`src/shared/cpf_pkg.sv`:
```
package cpf_pkg;

    // timebase and delays (core clock 25 MHz)
    localparam int unsigned CLK_HZ          = 25_000_000;
    localparam int unsigned TICK_US         = 1000;
    localparam int unsigned TICK_CYCLES     = CLK_HZ / 1_000_000 * TICK_US;
    localparam int unsigned OVC_DELAY_MS    = 1024;
    localparam int unsigned ODC_DELAY_MS    = 16;
    localparam int unsigned DOC_DELAY_MS    = 32;
    localparam int unsigned SHORT_DELAY_MS  = 1;
    localparam int unsigned COC_DELAY_MS    = 8;
    localparam int unsigned TDET_DELAY_MS   = 128;
    localparam int unsigned TREL_DELAY_MS   = 128;
    localparam int unsigned TSENSE_MS       = 10;
    localparam int unsigned TSAMPLE_MS      = 1000;
    localparam int unsigned BOOST_GUARD_MS  = 32;
    localparam int unsigned TEST_DIV        = 16;
    localparam int          CNT_W           = 16;

    typedef enum logic [1:0] {
        CPF_NORMAL,
        CPF_STANDBY,
        CPF_ZERO_V_INHIBIT
    } cpf_mode_t;

    // comparator results, all synchronous levels
    typedef struct packed {
        logic over_charge;
        logic over_discharge;
        logic below_inhibit_max;
        logic sense_overcurrent;
        logic sense_short;
        logic charge_overcurrent;
        logic term_above_release;
        logic term_above_charger;
        logic term_above_standby;
        logic term_above_test;
        logic charger_present;
        logic hot_charge;
        logic cool_charge;
        logic hot_discharge;
        logic cool_discharge;
        logic gates_boosted;
        logic control_pin_low;
    } cpf_sense_t;

    typedef struct packed {
        logic charge_gate;
        logic discharge_gate;
        logic charge_gate_boosted;
        logic pack_pullup_en;
        logic charge_pump_en;
        logic thermistor_bias_en;
        logic test_mode;
        logic standby;
    } cpf_drive_t;

endpackage

```
`src/logic/cpf_delay_filter.sv`:
```
`timescale 1ns/1ps
module cpf_delay_filter
    import cpf_pkg::*;
#(
    parameter int unsigned DELAY_TICKS = 1
) (
    // clock and reset
    input  wire logic core_clk_i,
    input  wire logic reset_n_i,
    // timebase and condition
    input  wire logic tick_i,
    input  wire logic cond_i,
    // qualified output
    output logic      done_o
);
    typedef struct packed {
        logic [CNT_W-1:0] cnt;
        logic             done;
    } cpf_flt_state_t;

    cpf_flt_state_t state_reg;
    cpf_flt_state_t state_next;

    // refuse delays the counter cannot reach
    if (DELAY_TICKS < 1 || DELAY_TICKS >= (1 << CNT_W)) begin : g_bad_delay
        $error("delay out of range");
    end

    // counter restarts whenever the qualifying condition drops
    always_comb begin
        state_next = state_reg;
        if (!cond_i) begin
            state_next.cnt  = '0;
            state_next.done = 1'b0;
        end else if (tick_i && !state_reg.done) begin
            if (state_reg.cnt == CNT_W'(DELAY_TICKS - 1))
                state_next.done = 1'b1;
            else
                state_next.cnt = state_reg.cnt + 16'h0001;
        end
    end

    always_ff @(posedge core_clk_i or negedge reset_n_i) begin
        if (!reset_n_i)
            state_reg <= '0;
        else
            state_reg <= state_next;
    end

    assign done_o = state_reg.done;
endmodule

```
`src/logic/cpf_protect.sv`:
```
`timescale 1ns/1ps
module cpf_protect
    import cpf_pkg::*;
#(
    parameter int unsigned OVC_MS    = OVC_DELAY_MS,
    parameter int unsigned TSAMPLE   = TSAMPLE_MS,
    parameter int unsigned TICK_CLKS = TICK_CYCLES
) (
    // clock and reset
    input  wire logic         core_clk_i,
    input  wire logic         reset_n_i,
    // comparator inputs
    input  wire cpf_sense_t   sense_i,
    // gate and analog controls
    output cpf_pkg::cpf_drive_t drive_o
);
    import cpf_pkg::*;

    localparam int unsigned TSENSE_T = TSENSE_MS;
    localparam int DIV_W = 20;

    if (TSAMPLE <= TSENSE_T || TSAMPLE >= (1 << CNT_W)) begin : g_bad_sample
        $error("sampling period must exceed sense window");
    end
    if (TICK_CLKS < 1 || TICK_CLKS >= (1 << DIV_W)) begin : g_bad_tick
        $error("tick divider out of range");
    end

    typedef struct packed {
        logic [DIV_W-1:0] div;
        logic             tick;
        logic [CNT_W-1:0] samp;
        logic [CNT_W-1:0] guard;
        cpf_mode_t        mode;
        logic             ovc_lat;
        logic             odc_lat;
        logic             doc_lat;
        logic             coc_lat;
        logic             thc_lat;
        logic             thd_lat;
        logic             test;
        cpf_drive_t       drive;
    } cpf_state_t;

    cpf_state_t state_reg;
    cpf_state_t state_next;

    logic tick;
    logic fast_tick;
    logic therm_window;
    logic ovc_done, odc_done, doc_done, sht_done, coc_done;
    logic thc_set, thd_set, thc_clr, thd_clr;

    // test mode shortens delays by running the filters faster
    assign tick = state_reg.tick;
    assign fast_tick = state_reg.tick | (state_reg.test & (state_reg.div[3:0] == 4'h0));
    assign therm_window = state_reg.test || (state_reg.samp < CNT_W'(TSENSE_T));

    cpf_delay_filter #(.DELAY_TICKS(OVC_MS)) u_ovc (
        .core_clk_i (core_clk_i),
        .reset_n_i  (reset_n_i),
        .tick_i     (fast_tick),
        .cond_i     (sense_i.over_charge),
        .done_o     (ovc_done)
    );
    // control pin low forces the same path as low cell voltage
    cpf_delay_filter #(.DELAY_TICKS(ODC_DELAY_MS)) u_odc (
        .core_clk_i (core_clk_i),
        .reset_n_i  (reset_n_i),
        .tick_i     (fast_tick),
        .cond_i     (sense_i.over_discharge | sense_i.control_pin_low),
        .done_o     (odc_done)
    );
    cpf_delay_filter #(.DELAY_TICKS(DOC_DELAY_MS)) u_doc (
        .core_clk_i (core_clk_i),
        .reset_n_i  (reset_n_i),
        .tick_i     (fast_tick),
        .cond_i     (sense_i.sense_overcurrent & !state_reg.test),
        .done_o     (doc_done)
    );
    cpf_delay_filter #(.DELAY_TICKS(SHORT_DELAY_MS)) u_sht (
        .core_clk_i (core_clk_i),
        .reset_n_i  (reset_n_i),
        .tick_i     (fast_tick),
        .cond_i     (sense_i.sense_short & !state_reg.test),
        .done_o     (sht_done)
    );
    cpf_delay_filter #(.DELAY_TICKS(COC_DELAY_MS)) u_coc (
        .core_clk_i (core_clk_i),
        .reset_n_i  (reset_n_i),
        .tick_i     (fast_tick),
        .cond_i     (sense_i.charge_overcurrent & !state_reg.test),
        .done_o     (coc_done)
    );
    // thermal inputs count in the sense window or test mode, also in standby with the bias off
    cpf_delay_filter #(.DELAY_TICKS(TDET_DELAY_MS)) u_thc (
        .core_clk_i (core_clk_i),
        .reset_n_i  (reset_n_i),
        .tick_i     (fast_tick & therm_window),
        .cond_i     (sense_i.hot_charge),
        .done_o     (thc_set)
    );
    cpf_delay_filter #(.DELAY_TICKS(TDET_DELAY_MS)) u_thd (
        .core_clk_i (core_clk_i),
        .reset_n_i  (reset_n_i),
        .tick_i     (fast_tick & therm_window),
        .cond_i     (sense_i.hot_discharge),
        .done_o     (thd_set)
    );
    cpf_delay_filter #(.DELAY_TICKS(TREL_DELAY_MS)) u_tcr (
        .core_clk_i (core_clk_i),
        .reset_n_i  (reset_n_i),
        .tick_i     (fast_tick & therm_window),
        .cond_i     (sense_i.cool_charge & state_reg.thc_lat),
        .done_o     (thc_clr)
    );
    cpf_delay_filter #(.DELAY_TICKS(TREL_DELAY_MS)) u_tdr (
        .core_clk_i (core_clk_i),
        .reset_n_i  (reset_n_i),
        .tick_i     (fast_tick & therm_window),
        .cond_i     (sense_i.cool_discharge & state_reg.thd_lat),
        .done_o     (thd_clr)
    );

    always_comb begin
        state_next = state_reg;

        // millisecond timebase
        state_next.tick = 1'b0;
        if (state_reg.div == DIV_W'(TICK_CLKS - 1)) begin
            state_next.div  = '0;
            state_next.tick = 1'b1;
        end else begin
            state_next.div = state_reg.div + 20'h00001;
        end

        // thermistor sampling period counter
        if (tick) begin
            if (state_reg.samp == CNT_W'(TSAMPLE - 1))
                state_next.samp = '0;
            else
                state_next.samp = state_reg.samp + 16'h0001;
        end

        // overcharge: charger present needs removal and loaded terminal
        if (ovc_done)
            state_next.ovc_lat = 1'b1;
        else if (state_reg.ovc_lat && !sense_i.over_charge) begin
            if (!sense_i.charger_present)
                state_next.ovc_lat = 1'b0;
            if (sense_i.charger_present || sense_i.term_above_release)
                state_next.ovc_lat = state_reg.ovc_lat;
        end

        // overdischarge latch and release
        if (odc_done)
            state_next.odc_lat = 1'b1;
        else if (state_reg.odc_lat && !sense_i.over_discharge && !sense_i.control_pin_low
                 && (sense_i.term_above_charger || sense_i.charger_present))
            state_next.odc_lat = 1'b0;

        // discharge overcurrent and short share one latch
        if (doc_done || sht_done)
            state_next.doc_lat = 1'b1;
        else if (state_reg.doc_lat && sense_i.term_above_release)
            state_next.doc_lat = 1'b0;

        if (coc_done)
            state_next.coc_lat = 1'b1;
        else if (!sense_i.charger_present)
            state_next.coc_lat = 1'b0;

        // thermal latches: set wins over release
        if (thc_set)
            state_next.thc_lat = 1'b1;
        else if (thc_clr)
            state_next.thc_lat = 1'b0;
        if (thd_set)
            state_next.thd_lat = 1'b1;
        else if (thd_clr)
            state_next.thd_lat = 1'b0;

        // boost guard: entry refused until 32 ms after both gates boosted
        if (!sense_i.gates_boosted)
            state_next.guard = '0;
        else if (tick && state_reg.guard != CNT_W'(BOOST_GUARD_MS))
            state_next.guard = state_reg.guard + 16'h0001;
        if (sense_i.term_above_test && !state_reg.test
            && state_reg.guard == CNT_W'(BOOST_GUARD_MS) && sense_i.gates_boosted)
            state_next.test = 1'b1;
        else if (!sense_i.term_above_test)
            state_next.test = 1'b0;

        // standby and zero-volt inhibition
        case (state_reg.mode)
            CPF_NORMAL: begin
                // standby when the terminal falls under the detect level while overdischarge is latched
                if (state_reg.odc_lat && !sense_i.term_above_standby)
                    state_next.mode = CPF_STANDBY;
            end
            CPF_STANDBY: begin
                if (sense_i.term_above_charger && sense_i.below_inhibit_max)
                    state_next.mode = CPF_ZERO_V_INHIBIT;
                else if (sense_i.term_above_charger && !sense_i.control_pin_low)
                    state_next.mode = CPF_NORMAL;
            end
            CPF_ZERO_V_INHIBIT: begin
                if (!sense_i.below_inhibit_max)
                    state_next.mode = CPF_NORMAL;
            end
            default: state_next.mode = CPF_NORMAL;
        endcase
        if (state_next.mode == CPF_NORMAL && state_reg.mode != CPF_NORMAL
            && !sense_i.over_discharge && !sense_i.control_pin_low)
            state_next.odc_lat = 1'b0;

        // gate outputs: each gate high only when the blocks on that gate are released
        state_next.drive.charge_gate = !(state_next.ovc_lat || state_next.coc_lat
            || state_next.thc_lat || state_next.mode == CPF_ZERO_V_INHIBIT);
        // control pin acts only through the filtered latch, so it waits out the delay
        state_next.drive.discharge_gate = !(state_next.odc_lat || state_next.doc_lat
            || state_next.thd_lat);
        state_next.drive.standby = (state_next.mode == CPF_STANDBY);
        // pump off in standby and test, so a high gate sits at cell level
        state_next.drive.charge_pump_en = !state_next.drive.standby && !state_next.test;
        state_next.drive.charge_gate_boosted = state_next.drive.charge_gate
            && state_next.drive.charge_pump_en;
        state_next.drive.pack_pullup_en = state_next.doc_lat;
        state_next.drive.thermistor_bias_en = !state_next.drive.standby
            && (state_next.test || state_next.samp < CNT_W'(TSENSE_T));
        state_next.drive.test_mode = state_next.test;
    end

    always_ff @(posedge core_clk_i or negedge reset_n_i) begin
        if (!reset_n_i) begin
            state_reg <= '0;
        end else begin
            state_reg <= state_next;
        end
    end

    assign drive_o = state_reg.drive;
endmodule

```
`config.mk`:
```
export PLATFORM = sky130hd
export DESIGN_NAME = cpf_protect
export DESIGN_NICKNAME = d
export VERILOG_FILES = /design/src/shared/cpf_pkg.sv /design/src/logic/cpf_delay_filter.sv /design/src/logic/cpf_protect.sv
export SDC_FILE = /design/constraint.sdc
export NUM_CORES = 1
export LEC_CHECK = 0
export ABC_AREA = 1
export BUFFER_PORTS_ARGS = -buffer_cell sky130_fd_sc_hd__buf_2
export CORE_ASPECT_RATIO = 1.5
export CORE_UTILIZATION = 25
export DETAILED_ROUTE_END_ITERATION = 12
export PLACE_DENSITY_LB_ADDON = 0.3
export SLEW_MARGIN = 15
export SYNTH_ARGS = -nofsm -noshare
export SYNTH_HDL_FRONTEND = slang
export SYNTH_HIERARCHICAL = 1
export SYNTH_SLANG_ARGS = --single-unit
```
`constraint.sdc`:
```
create_clock -name core_clk_i -period 2.3 [get_ports core_clk_i]
set_input_delay 0.23 -clock core_clk_i [delete_from_list [all_inputs] [get_ports core_clk_i]]
set_output_delay 0.23 -clock core_clk_i [all_outputs]
set_load 0.01 [all_outputs]
```
==> results.sh, run 1 <==
export IMPL_netlist_area_mm2=0.0143
export IMPL_grt_pass1_vias=12300
export IMPL_routed_wl_um=33600
export IMPL_critical_path_class="reg2reg"
export IMPL_core_area_mm2=0.0566
export IMPL_ys_ff_latch=221
export IMPL_routed_via_density=4.47
export IMPL_slowest_delay_ns=0.37
export IMPL_place_ws_ns=0.0670
export IMPL_num_rows=107
export IMPL_largest_reg_flops=59
export IMPL_synth_top_cell_area_share_pct=38.7
export IMPL_rsz0062_at_grt="no"
export IMPL_p_total_uw=8740
export IMPL_final_setup_viol_count=0
export IMPL_nNetsFinal=2021
export IMPL_cp_slowest_cell="dfrtp_1"
export IMPL_start_kind="flop"
export IMPL_crit_cells=11
export IMPL_grt_pass1_wl_um=58300
export IMPL_combPwrFrac_pct=3.5
export IMPL_synth_area_leader_cell="dfrtp_1"
export IMPL_gr_total_overflow=0
export IMPL_dr_total_vias=12400
export IMPL_io_pins=27
export IMPL_worstPathRequired_ns=2.71
export IMPL_ir_drop_uv=443
export IMPL_period_share_pct=91.6
export IMPL_post_synth_num_cell_types=49
export IMPL_clk_latency_ns=0.55
export IMPL_clk_pin_slew_ns=0.06
export IMPL_dp_cells=2717
export IMPL_first_pass_iters=9
export IMPL_synth_edff_count=0
export IMPL_grt_max_degree=62
export IMPL_chipHeight_um=295
export IMPL_numPortBuffers=26
export IMPL_wl_per_cell_um=12.1
export IMPL_path_delay_family="simple AND/OR/NAND/NOR gates"
export IMPL_antenna_cells=0
export IMPL_grtUsageTotal_pct=11.9
export IMPL_ant_nets=0
export IMPL_drv_slew=0
export IMPL_power_density_mw_per_mm2=539
export IMPL_skew_ns=0.0322
export IMPL_async_flop_share_pct=100
export IMPL_critPathBufInv=3
export IMPL_status="finished clean"
export IMPL_grt_antenna_before_repair=0
export IMPL_leakagePower_uw=0.00726
export IMPL_fin_crit_ns=2.11
export IMPL_place_gp_congestion=0.844
export IMPL_synth_seq_area_share_pct=38.7
export IMPL_cts_made_buffers=24
export IMPL_drc=0
export IMPL_cts_sinks=221
export IMPL_ff2ff_path_depth=11
export IMPL_crit_path_frequent_cell="inv_1"
export IMPL_fin_setup_tns_ns=0
export IMPL_synth_fp_nets=1985
export IMPL_die_w_um=197
export IMPL_stdcell_count=2768
export IMPL_worstPathCellList="nor2_1, inv_1, nor4_1, nand3_1, a21oi_1, buf_4, inv_1, o21ai_1, nand2_4, nand2_1, o21ai_2"
export IMPL_power_share_sequential_pct=44.8
export IMPL_cp_max_fo=20
export IMPL_max_freq_ghz=0.475
export IMPL_first_iter_violations=700
export IMPL_yosys_warnings=6
export IMPL_initial_core_util_pct=25.3
export IMPL_layout_drive_gt1_share_pct=15.9
export IMPL_synth_flop_cell="dfrtp_1"
export IMPL_p_sw_uw=1980
export IMPL_maxSlewHeadroom_pct=57.2
export IMPL_worst_hold_path_type="in2reg"
export IMPL_netlist_top_cells_area="dfrtp_1, nand2_1, nand3_1"
export IMPL_p_sw_share_pct=22.7
export IMPL_cts_buffer_depth=3
export IMPL_cts_root_buf="clkbuf_16"
export IMPL_holdPathStages=2
export IMPL_area_growth_syn_to_layout_pct=13.4
export IMPL_dp_hpwl_um=24700
export IMPL_syn_inst=1951
export IMPL_syn_avg_cell_area_um2=7.33
export IMPL_cap_violations=0
export IMPL_die_area_mm2=0.0582
export IMPL_setup_ws_ns=0.194
export IMPL_p_int_uw=6750
export IMPL_crit_arrival_ns=2.52
export IMPL_holdWs_ns=0.0341
export IMPL_hold_viol=0
export IMPL_cts_tree="yes"
export IMPL_cts_htree_levels=1
export IMPL_p_clk_share_pct=51.7
export IMPL_tightest_slew_ns=0.641
export IMPL_end_kind="flop"
==> per-layer routing <==
| metal | global-route usage (%) | up-vias | part of all wire, % |
|---|---|---|---|
| li1 | - | 6392 | - |
| met1 | 13.3 | 5800 | 41 |
| met2 | 23.1 | 144 | 54 |
| met3 | 0.992 | 47 | 2.3 |
| met4 | 4.24 | 0 | 2.7 |
| met5 | 0 | - | 0 |
==> cell families (layout without fill, tap and decap cells) <==
logic type | count (synthesis) | after routing | share of synthesized area [%]
buf+inv | 252 | 306 | 8.11
fa+ha+maj | 15 | 15 | 1.31
compound gates | 214 | 214 | 10.5
xor+xnor | 48 | 48 | 2.94
flops | 221 | 221 | 38.7
simple gates | 1201 | 1201 | 38.5
==> per-stage QoR <==
stage          cell area (um^2)  util [%]
6_report                  16200      28.6
5_1_grt                   16200      28.6
4_1_cts                   16200      28.6
3_5_place_dp              15200      26.9
3_3_place_gp              15200      26.9
2_1_floorplan             14300         -
==> placed cells by master, fill, tap and decap left out, types with 2 or more instances in the layout <==
cell	synthesis	routed
nand3_1	184	184
o21bai_1	26	26
nor2_4	14	14
nor4_1	11	11
nand3b_1	3	3
nor2_2	41	41
clkbuf_16	0	25
nand3_4	5	5
dfrtp_1	221	221
inv_2	17	17
buf_4	10	21
o21ai_1	36	40
buf_12	1	3
bufinv_16	0	6
o21ai_2	74	74
nand4_1	68	68
clkinv_2	0	6
nand2_2	34	31
o211ai_1	8	8
or2_2	22	22
nand3_2	4	4
o21ai_0	32	28
nand2_1	551	551
buf_2	12	25
a21o_1	2	2
clkbuf_8	0	4
o21a_1	8	8
a21oi_1	19	19
ha_1	15	15
dlygate4sd3_1	0	7
nor2_1	232	232
nor3_1	23	23
nand2_4	3	6
o21bai_2	4	4
xor2_1	37	37
inv_1	186	186
xnor2_1	11	11
==> cells in the mapped netlist, types with 2 or more instances <==
master / count
nand2_1: 551
nor2_1: 232
dfrtp_1: 221
inv_1: 186
nand3_1: 184
o21ai_2: 74
nand4_1: 68
nor2_2: 41
xor2_1: 37
o21ai_1: 36
nand2_2: 34
o21ai_0: 32
o21bai_1: 26
nor3_1: 23
or2_2: 22
a21oi_1: 19
inv_2: 17
buf_6: 16
ha_1: 15
nor2_4: 14
buf_2: 12
nor4_1: 11
xnor2_1: 11
buf_4: 10
o211ai_1: 8
o21a_1: 8
nand3_4: 5
nand3_2: 4
o21bai_2: 4
buf_1: 3
clkbuf_1: 3
nand2_4: 3
nand3b_1: 3
a21o_1: 2
buf_8: 2
==> power by group through the flow <==
stage	combinational [uW]	sequential [uW]	clock (uW)
after CTS	319	3910	4700
after global routing	355	3910	4840
after global placement	307	3980	0
after floorplan	181	3980	0
final	306	3910	4520
after detailed placement	310	3980	0
==> final cells by class <==
type	instances	area, um^2
clock buffers	30	684
clock inverters	14	226
fillers	6071	40400
inverters	205	772
multi-input cells	1478	7630
flip-flops and latches	221	5530
well taps	763	955
repair buffers	57	428
==> timing repair <==
item / in CTS / in global routing
hold endpoints to repair: 63 / 0
endpoints found under the setup margin: 0 / 58
gates resized for setup: 0 / 7
hold buffers: 7 / 0
setup buffers: 0 / 0
==> path summary, 6_finish.rpt <==
| check | startpoint | end | slack, ns |
|---|---|---|---|
| min in group asynchronous | reset_n_i | state_reg[24] | 0.20 |
| max in group asynchronous | reset_n_i | state_reg[61] | 1.28 |
| worst min-delay path | sense_i[3] | u_thd/done_o | 0.03 |
| worst max-delay path | state_reg[43] | u_thd/state_reg[6] | 0.19 |
| worst min register to register | state_reg[14] | state_reg[14] | 0.48 |
| worst max register to register | state_reg[43] | u_thd/state_reg[6] | 0.19 |
(Power assumes the default switching activity.)
==> run 2: changes to the inputs <==
CELL_PAD_IN_SITES_DETAIL_PLACEMENT = 1   (was default)
CELL_PAD_IN_SITES_GLOBAL_PLACEMENT = 1   (was default)
SKIP_LAST_GASP = 1   (was default)
SLEW_MARGIN = 5   (was 15)
==> results.sh, run 2 (synthesized netlist as in run 1, its figures left out) <==
export IMPL_status="finished clean"
export IMPL_drv_slew=0
export IMPL_ant_nets=0
export IMPL_ir_drop_uv=497
export IMPL_wl_per_cell_um=14.3
export IMPL_skew_ns=0.0133
export IMPL_core_area_mm2=0.0566
export IMPL_routed_wl_um=39500
export IMPL_io_pins=27
export IMPL_rsz0062_at_grt="no"
export IMPL_final_common_cell="nand2_1"
export IMPL_fin_setup_tns_ns=0
export IMPL_cts_root_buf="clkbuf_16"
export IMPL_area_growth_syn_to_layout_pct=14.2
export IMPL_grt_antenna_before_repair=0
export IMPL_cts_htree_levels=1
export IMPL_cap_violations=0
export IMPL_end_kind="flop"
export IMPL_crit_arrival_ns=2.51
export IMPL_worstPathRequired_ns=2.73
export IMPL_tightest_slew_ns=0.554
export IMPL_fin_area_mm2=0.0163
export IMPL_critical_path_class="reg2reg"
export IMPL_worst_hold_path_type="in2reg"
export IMPL_hold_viol=0
export IMPL_holdWs_ns=0.0282
export IMPL_maxSlewHeadroom_pct=63.1
export IMPL_antenna_cells=0
export IMPL_fillers=6962
export IMPL_period_share_pct=90.2
export IMPL_num_rows=107
export IMPL_routed_via_density=4.62
export IMPL_place_area_mm2=0.0152
export IMPL_grt_pass1_vias=13800
export IMPL_die_area_mm2=0.0582
export IMPL_start_kind="flop"
export IMPL_gr_total_overflow=0
export IMPL_fin_crit_ns=2.08
export IMPL_grtUsageTotal_pct=14.1
export IMPL_dp_hpwl_um=29600
export IMPL_grt_pass1_wl_um=68200
export IMPL_nNetsFinal=2022
export IMPL_die_w_um=197
export IMPL_utilization_pct=28.8
export IMPL_first_iter_violations=367
export IMPL_first_pass_iters=4
export IMPL_chipHeight_um=295
export IMPL_largest_reg_flops=59
export IMPL_grt_max_degree=57
export IMPL_stdcell_count=2772
export IMPL_cts_buffer_depth=3
export IMPL_cts_made_buffers=28
export IMPL_clk_latency_ns=0.56
export IMPL_layout_drive_gt1_share_pct=15.9
export IMPL_cts_sinks=221
export IMPL_drc=0
export IMPL_max_freq_ghz=0.482
export IMPL_cp_max_fo=20
export IMPL_clk_pin_slew_ns=0.06
export IMPL_numPortBuffers=26
export IMPL_dp_cells=2714
export IMPL_place_gp_congestion=0.794
export IMPL_cts_tree="yes"
export IMPL_final_cell_mix="nand2_1, nor2_1, dfrtp_1"
export IMPL_power_density_mw_per_mm2=555
export IMPL_leakagePower_uw=0.00729
export IMPL_final_setup_viol_count=0
export IMPL_initial_core_util_pct=25.3
export IMPL_dr_total_vias=12800
## run 2: cell types whose count changed in the layout (fill, tap and decap cells not counted), sizes merged
cell      change
inv           -1
buf           -3
bufinv        -2
clkbuf       +14
clkinv        -3
clkinvlp      -1
## run 2: area by class of cell
class	instances	area [um^2]	area share, %
timing repair buffer	54	418	2.56
sequential	221	5530	33.9
clock inverter	7	143	0.873
inverter	205	772	4.73
tap	763	955	5.84
clock buffer	44	862	5.28
multi-input combinational	1478	7650	46.9
## run 2: path summary, 6_finish.rpt
kind / startpoint / end / slack (ns) / cells after the start
setup / recovery: state_reg[45] / u_tdr/state_reg[5] / 0.22 / 11
max in group asynchronous: reset_n_i / u_tcr/state_reg[14] / 1.41 / 3
hold reg to reg: state_reg[14] / state_reg[14] / 0.48 / 2
min in group asynchronous: reset_n_i / u_thc/state_reg[10] / 0.19 / 2
setup reg to reg: state_reg[45] / u_tdr/state_reg[5] / 0.22 / 11
hold / removal: sense_i[10] / state_reg[14] / 0.03 / 5
## run 2: metrics by stage
stage | total power (uW) | worst slack (ns)
5_1_grt | 9440 | 0.00643
3_3_place_gp | 4310 | 0.134
2_1_floorplan | 4160 | 0.473
6_report | 9060 | 0.224
3_5_place_dp | 4320 | 0.0157
4_1_cts | 9280 | 0.0156
## run 2: layer usage
layer | routed length [um] | track usage [%] | up-vias
li1 | - | - | 6376
met5 | 0 | 0 | -
met4 | 801 | 3.65 | 0
met3 | 777 | 1.38 | 45
met1 | 16400 | 15.9 | 6310
met2 | 21500 | 27.8 | 76
## run 2: timing repair
item,in CTS,in global routing
endpoints found under the hold margin,58,0
endpoints found under the setup margin,0,102
hold buffers,7,0
gates resized for setup,0,13
buffers inserted,0,0
## run 2: report_power, final
part           internal [uW]  leakage (uW)  total (uW)  switching (uW)
Clock                   3000      0.000492        4810            1810
Sequential              3900       0.00305        3910            13.5
Combinational           81.0       0.00375         334             253
Total                   6980       0.00729        9060            2070
## run 2: worst max-delay path, stage by stage (launching register included)
cell	delay, ns
dfrtp_1	0.42
nor2_1	0.11
nand2_1	0.11
nor4_1	0.19
nand3_1	0.12
a21oi_1	0.14
buf_4	0.17
inv_1	0.07
o21ai_1	0.20
nand2_4	0.20
nand2_1	0.15
o21ai_2	0.06
